==> config.mk <==
export PLATFORM = sky130hd
export DESIGN_NAME = rftps_transmitter
export DESIGN_NICKNAME = d
export VERILOG_FILES = /design/src/rftps_pkg.sv /design/src/rftps_lock_timer.sv /design/src/rftps_transmitter.sv
export SDC_FILE = /design/constraint.sdc
export NUM_CORES = 1
export LEC_CHECK = 0
export BUFFER_PORTS_ARGS = -buffer_cell sky130_fd_sc_hd__buf_2
export CAP_MARGIN = 20
export CORE_ASPECT_RATIO = 0.6
export CORE_MARGIN = 1.5
export CORE_UTILIZATION = 25
export CTS_CLUSTER_SIZE = 14
export DETAILED_ROUTE_END_ITERATION = 7
export MAX_ROUTING_LAYER = met4
export SYNTH_ARGS = -nofsm -noshare
export SYNTH_HDL_FRONTEND = slang
export SYNTH_SLANG_ARGS = --single-unit
==> constraint.sdc <==
create_clock -name clock -period 3.8 [get_ports clock]
set_clock_uncertainty 0.2 [all_clocks]
set_input_delay 0.57 -clock clock [delete_from_list [all_inputs] [get_ports clock]]
set_output_delay 0.57 -clock clock [all_outputs]
set_load 0.1 [all_outputs]
==> src/rftps_pkg.sv <==
// Purpose: Shared constants and carriers for the RF transmitter sequencer
// Assumes: 50 MHz clock; the host does all packet framing
// Notes: Times are kept in microseconds; cycle counts derive from them
//
// Overview of operation
// Power up, lock and raise ready within 10 ms of supply.
// Retune to a new channel and carry valid data within 1.5 ms.
// Pass the data stream unchanged, adding no encoding or framing.
// Power control low or supply lost shuts everything down at once.
// Host waits the full lock interval after every re-power before data.
// Host may start sending as soon as ready goes high.
// Host drops power control after each transmission.
// Host sends each packet as bytes with no idle gaps.
// Host opens packets with an all-ones sync byte, start byte, payload.
// Sync byte holds the line high for at least one byte period.
// Receiver sees high-to-low as start bit; avoid alternating preambles.
// Host's start byte value never appears inside payload.
// Each packet carries a checksum or CRC; failures are dropped.
// Ready goes high once the synthesizer is locked and data is accepted.
// Without ready, host waits at least 10 ms after power on.
// Host raises power control, then watches ready.
// Host steps off, powering, wait, sync, start, payload, check, off.
// Host flags a timeout if ready misses turn-on time plus margin.

`default_nettype none

package rftps_pkg;

    // ****************************************************************
    // Timing
    // ****************************************************************
    localparam int CLOCK_MHZ = 50;
    localparam int TURN_ON_TIME_US = 10000;
    localparam int CHANNEL_SWITCH_TIME_US = 1500;
    // Longest times convert exactly to whole cycles
    localparam int TURN_ON_CYCLES = TURN_ON_TIME_US * CLOCK_MHZ;
    localparam int CHANNEL_SWITCH_CYCLES = CHANNEL_SWITCH_TIME_US * CLOCK_MHZ;

    // ****************************************************************
    // Widths and reset values
    // ****************************************************************
    localparam int CHANNEL_W = 3;
    localparam logic [CHANNEL_W-1:0] CHANNEL_RESET = 3'h0;
    // Data line idles low while the carrier is off
    localparam logic DATA_IDLE = 1'b0;

    // ****************************************************************
    // Carriers
    // ****************************************************************
    typedef struct packed {
        logic power_on_ctl;
        logic supply_ok;
        logic [CHANNEL_W-1:0] channel_sel;
    } rftps_ctl_t;

    typedef struct packed {
        logic carrier_on;
        logic tx_data;
        logic [CHANNEL_W-1:0] channel;
    } rftps_rf_t;

    typedef enum logic [1:0] {
        ST_OFF,
        ST_LOCKING,
        ST_READY,
        ST_RETUNE
    } rftps_state_t;

endpackage : rftps_pkg

`default_nettype wire

==> src/rftps_lock_timer.sv <==
// Purpose: Down counter that times synthesizer lock and retune
// Assumes: start is single-cycle (a held start reloads every cycle), abort single-cycle or level, abort wins
// Notes: expired is a one-cycle pulse when the loaded count runs out

`timescale 1ns/1ps
`default_nettype none

module rftps_lock_timer #(
    parameter int COUNT_W = 20
) (
    input wire logic clock,
    input wire logic reset_n,
    input wire logic start,
    input wire logic abort,
    input wire logic [COUNT_W-1:0] limit,
    output logic expired
);
    import rftps_pkg::*;

    typedef struct packed {
        logic busy;
        logic expired;
        logic [COUNT_W-1:0] count;
    } rftps_timer_state_t;

    rftps_timer_state_t s_q;
    rftps_timer_state_t s_d;

    always_comb begin
        s_d = s_q;
        s_d.expired = 1'b0;
        if (abort) begin
            s_d.busy = 1'b0;
            s_d.count = '0;
        end else if (start) begin
            s_d.busy = 1'b1;
            s_d.count = limit;
        end else if (s_q.busy) begin
            if (s_q.count <= COUNT_W'(1)) begin
                s_d.busy = 1'b0;
                s_d.expired = 1'b1;
                s_d.count = '0;
            end else begin
                s_d.count = s_q.count - COUNT_W'(1);
            end
        end
    end

    always_ff @(posedge clock or negedge reset_n) begin
        if (!reset_n) begin
            s_q <= '0;
        end else begin
            s_q <= s_d;
        end
    end

    assign expired = s_q.expired;

endmodule : rftps_lock_timer

`default_nettype wire

==> src/rftps_transmitter.sv <==
// Purpose: Power, lock and transparent data path of the RF transmitter
// Assumes: Inputs synchronous to clock; host frames every packet
// Notes: Lock and retune delays are parameters so simulation can shrink them

`timescale 1ns/1ps
`default_nettype none

module rftps_transmitter #(
    parameter int LOCK_CYCLES = rftps_pkg::TURN_ON_CYCLES,
    parameter int RETUNE_CYCLES = rftps_pkg::CHANNEL_SWITCH_CYCLES
) (
    input wire logic clock,
    input wire logic reset_n,
    input wire rftps_pkg::rftps_ctl_t ctl,
    input wire logic data_in,
    output logic ready,
    output rftps_pkg::rftps_rf_t rf
);
    import rftps_pkg::*;

    // ****************************************************************
    // State
    // ****************************************************************
    localparam int COUNT_W = $clog2(LOCK_CYCLES + RETUNE_CYCLES + 2);

    typedef struct packed {
        rftps_state_t state;
        logic ready;
        rftps_rf_t rf;
    } rftps_tx_state_t;

    rftps_tx_state_t s_q;
    rftps_tx_state_t s_d;

    logic powered;
    logic channel_moved;
    logic timer_start;
    logic timer_abort;
    logic timer_expired;
    logic [COUNT_W-1:0] timer_limit;

    // Either a dropped enable or a lost supply counts as power down
    assign powered = ctl.power_on_ctl & ctl.supply_ok;
    assign channel_moved = ctl.channel_sel != s_q.rf.channel;

    // ****************************************************************
    // Lock timer
    // ****************************************************************
    // One timer serves both delays; they never overlap in time
    rftps_lock_timer #(
        .COUNT_W(COUNT_W)
    ) u_timer (
        .clock(clock),
        .reset_n(reset_n),
        .start(timer_start),
        .abort(timer_abort),
        .limit(timer_limit),
        .expired(timer_expired)
    );

    // ****************************************************************
    // Sequencing and data path
    // ****************************************************************
    always_comb begin
        s_d = s_q;
        timer_start = 1'b0;
        timer_abort = 1'b0;
        timer_limit = COUNT_W'(LOCK_CYCLES);
        case (s_q.state)
            ST_OFF: begin
                if (powered) begin
                    s_d.state = ST_LOCKING;
                    s_d.rf.channel = ctl.channel_sel;
                    timer_start = 1'b1;
                end
            end
            ST_LOCKING: begin
                // Follow a selection made during lock; lock covers it
                s_d.rf.channel = ctl.channel_sel;
                if (timer_expired) begin
                    s_d.state = ST_READY;
                    s_d.ready = 1'b1;
                    s_d.rf.carrier_on = 1'b1;
                end
            end
            ST_READY: begin
                if (channel_moved) begin
                    s_d.state = ST_RETUNE;
                    s_d.ready = 1'b0;
                    s_d.rf.carrier_on = 1'b0;
                    s_d.rf.channel = ctl.channel_sel;
                    timer_limit = COUNT_W'(RETUNE_CYCLES);
                    timer_start = 1'b1;
                end
            end
            ST_RETUNE: begin
                if (channel_moved) begin
                    // A fresh selection restarts the retune window
                    s_d.rf.channel = ctl.channel_sel;
                    timer_limit = COUNT_W'(RETUNE_CYCLES);
                    timer_start = 1'b1;
                end else if (timer_expired) begin
                    s_d.state = ST_READY;
                    s_d.ready = 1'b1;
                    s_d.rf.carrier_on = 1'b1;
                end
            end
            default: begin
                s_d.state = ST_OFF;
            end
        endcase

        // Bits pass straight through, one cycle late, no reshaping
        if (s_d.rf.carrier_on) begin
            s_d.rf.tx_data = data_in;
        end else begin
            s_d.rf.tx_data = DATA_IDLE;
        end

        // Power loss overrides everything but the channel, including a pending expiry
        if (!powered) begin
            s_d.state = ST_OFF;
            s_d.ready = 1'b0;
            s_d.rf.carrier_on = 1'b0;
            s_d.rf.tx_data = DATA_IDLE;
            timer_start = 1'b0;
            timer_abort = 1'b1;
        end
    end

    always_ff @(posedge clock or negedge reset_n) begin
        if (!reset_n) begin
            s_q.state <= ST_OFF;
            s_q.ready <= 1'b0;
            s_q.rf.carrier_on <= 1'b0;
            s_q.rf.tx_data <= DATA_IDLE;
            s_q.rf.channel <= CHANNEL_RESET;
        end else begin
            s_q <= s_d;
        end
    end

    assign ready = s_q.ready;
    assign rf = s_q.rf;

endmodule : rftps_transmitter

`default_nettype wire

==> summary.txt <==
Timing
  – Final worst path period need: between 2 and 3 ns
  – Worst-margin pin slew: 0.705 ns
  – Max frequency: between 0.3 and 0.4 GHz
  – Rel. slew slack: a little over half
  – Setup TNS: 0 ns
  – Fin. max-slew vios: 0
  – Final setup vio count: 0
  – Hold Violations, Final: 0
  – RSZ-0062 raised after global routing: false
  – Period utilization: just over 70%

Final layout
  – Most frequent cells in the layout: 30 x dfrtp_1, 20 x nand2_1, 13 x inv_1, 13 x o21ai_0, 13 x buf_2
  – Non-Filler Instances: approximately 350
  – Fill count: 826
  – P&R area growth vs syn: 12.1%
  – Inserted Diodes: 0
  – Commonest non-fill, non-tap cell in the layout: dfrtp_1
  – Final #Nets: 250
  – Layout cells sized above 1: around 14%

Synthesis
  – Syn avg cell area: roughly 8.7 sq um
  – Synth area leader: dfrtp_1
  – Area share of fa/ha/maj cells after synthesis: around 3.7%
  – Yosys warns: 0
  – Ys flop type: dfrtp_1
  – Synth Register Bits: 30
  – Post-synthesis sequential area ratio: between 30% and 40%
  – Mapped Area: slightly above 0.002 sq mm
  – Syn_nets: between 200 and 250
  – Yosys cell types: 53
  – Post-Synth XOR/XNOR Area: ~1.7%
  – Largest family of logic cells by synthesized area: simple AND/OR/NAND/NOR gates
  – Synth Area in Compound Gates: between 20% and 30%
  – Post-synth top area share: between 30 and 40%
  – Ranking of synthesized cells by area: dfrtp_1 37%, ha_1 3.7%, nand2_1 3.7%
  – Mux contribution to synthesized area: 3.15%
  – FFs w/ async S/R, synth: 100%
  – Gate Count Post-Synth: roughly 230
  – Post-synth EDFFs: 0
  – Synth Area in Simple Gates: 23.5%

GRT
  – Total Routing Usage GR: 14.0%
  – Largest net degree at the start of global routing: 31
  – First-pass GRT wire length: between 9000 and 10000 microns
  – Congestion Overflow GR: 0
  – Vias in the first global route: ~1700
  – Antenna violations before repair: 0

Place
  – Port Buffers: 13
  – Post-detail-place hpwl: ~3900 microns
  – Placed Cells: ~340
  – Routability cong.: between 0.9 and 1

Setup path
  – CP cell instances: inv_1 > ha_1 > nor2_1 > a311oi_2 > or3_1 > or4_1 > o21ai_0
  – Critical path peak fanout: 8
  – CP max stage cell: or4_1
  – Worst Reg2Reg Path Length in Cells: 7
  – Cell family with most CP delay: simple AND/OR/NAND/NOR gates
  – CP Buf/Inv Count: 1
  – Critical path arrival: between 2 and 3 ns
  – Stages on worst setup path: 7
  – WS Path Type: register to register
  – Worst Path Required: 3.80 ns
  – Max incr delay on CP: 0.51 ns
  – R2R Setup Slk: between 1 and 1.5 ns
  – Critical path startpoint category: register
  – CP endpoint kind: register

Power
  – Max IR drop VDD: roughly 0.00016 V
  – Leak: 0.944 nW
  – Pwr dens: between 400 and 500 mW/mm^2
  – Total power: between 0.9 and 1 mW

Drt
  – ANT nets after route: 0
  – Drt wl/cell: approximately 16 microns
  – Wirelength, routed: between 5000 and 6000 microns
  – Drt pass-1 iters: 4
  – Initial drt markers: ~150
  – Vias: between 1500 and 2000
  – Via density: 5.48
  – DRC Markers: 0

Worst hold path
  – Min-delay worst type: input pin to async pin

Clock tree
  – H-tree Lvls: 2
  – CTS tree: yes
  – Clk sinks: 30
  – Post-CTS Setup Bufs: 0
  – Maximum root-to-sink buffer count: 2
  – Root buffer cell: clkbuf_16
  – TritonCTS buffer count: 5
  – Clk pin slew, worst setup/hold paths: around 0.050 ns
  – Cts hold-fix bufs: 0
  – Worst skew pair latency: roughly 0.28 ns
  – Post-CTS resize count: 0

Die
  – Rows: 25
  – CORE AREA: between 0.007 and 0.008 sq mm
  – Top Ports: 14
  – Starting Density: roughly 26%
  – Die Wd: between 100 and 150 microns
  – Die span in y: ~73 microns
  – Die area: between 0.008 and 0.009 sq mm

Job
  – Maxcap violations: 0

Outcome
  – Status: completed
[synth_stat cells, drive strengths merged (5+ instances only)]
library cell	number
nand4	6
nor3	12
o22ai	5
o21ai	14
a21oi	9
buf	9
or4	6
dfrtp	30
nand3	9
a31oi	9
inv	13
nor4	6
nand2	20
ha	6
clkbuf	11
nor2	12
[routing by layer]
metal | part of all wire (%) | GRT usage (%) | routed length (microns)
met2 | 38 | 17.8 | 2060
met5 | 0 | - | 0
met4 | 1.5 | 5.09 | 82
met3 | 8.6 | 3.13 | 469
met1 | 52 | 21.1 | 2860
[final cells by class]
class	count	area (sq um)	area share, %
multi-input cells	171	1110	48.8
inverters	13	48.8	2.15
repair buffers	15	80.1	3.53
clock buffers	7	143	6.28
well taps	108	135	5.95
flip-flops and latches	30	751	33.1
clock inverters	1	5.00	0.221
[logic make-up (layout without fill, tap and decap cells)]
kind of cell / count (synthesis) / after routing
buf+inv: 33 / 36
simple gates: 89 / 89
xor+xnor: 4 / 4
fa+ha+maj: 6 / 6
compound gates: 66 / 66
flops: 30 / 30
mux: 6 / 6
[registers in the layout, indices dropped and copies added, names as in the netlist]
signal,flops
u_timer.expired,1
s_q,2
u_timer.s_q,21
ready,1
rf,5
[worst register-to-register path: cells and delay by family, from the launching register on]
| kind | cells | cell delay (ns) |
|---|---|---|
| adder cells (fa/ha/maj) | 1 | 0.30 |
| buffers and inverters | 1 | 0.13 |
| AO/OA/AOI/OAI | 2 | 0.22 |
| AND/OR/NAND/NOR | 3 | 1.30 |
| flip-flops | 1 | 0.48 |
[final timing paths]
kind / start / endpoint
max: s_q[6] / u_timer.s_q[14]
min: reset_n / u_timer.s_q[9]
max reg2reg: s_q[6] / u_timer.s_q[14]
min reg2reg: u_timer.s_q[7] / u_timer.s_q[7]
max in group asynchronous: reset_n / s_q[7]
min in group clock: data_in / rf[3]
[per-stage QoR]
step,worst slack [ns],hold WS [ns],util [%],instance area (sq um)
6_report,1.07,0.140,28.9,2270
5_1_grt,0.929,0.207,28.9,2270
4_1_cts,1.12,0.174,28.9,2270
3_5_place_dp,1.12,0.320,27.0,2120
3_3_place_gp,1.26,0.330,27.0,2120
2_1_floorplan,1.42,0.0744,-,2020
[power breakdown]
group | internal [mW] | switching (mW) | leakage [nW] | total (mW)
combinational | 0.0554 | 0.141 | 0.467 | 0.196
sequential | 0.334 | 0.0181 | 0.403 | 0.352
clock | 0.259 | 0.143 | 0.0739 | 0.402
Note: power is estimated with default switching activity, not from simulation.
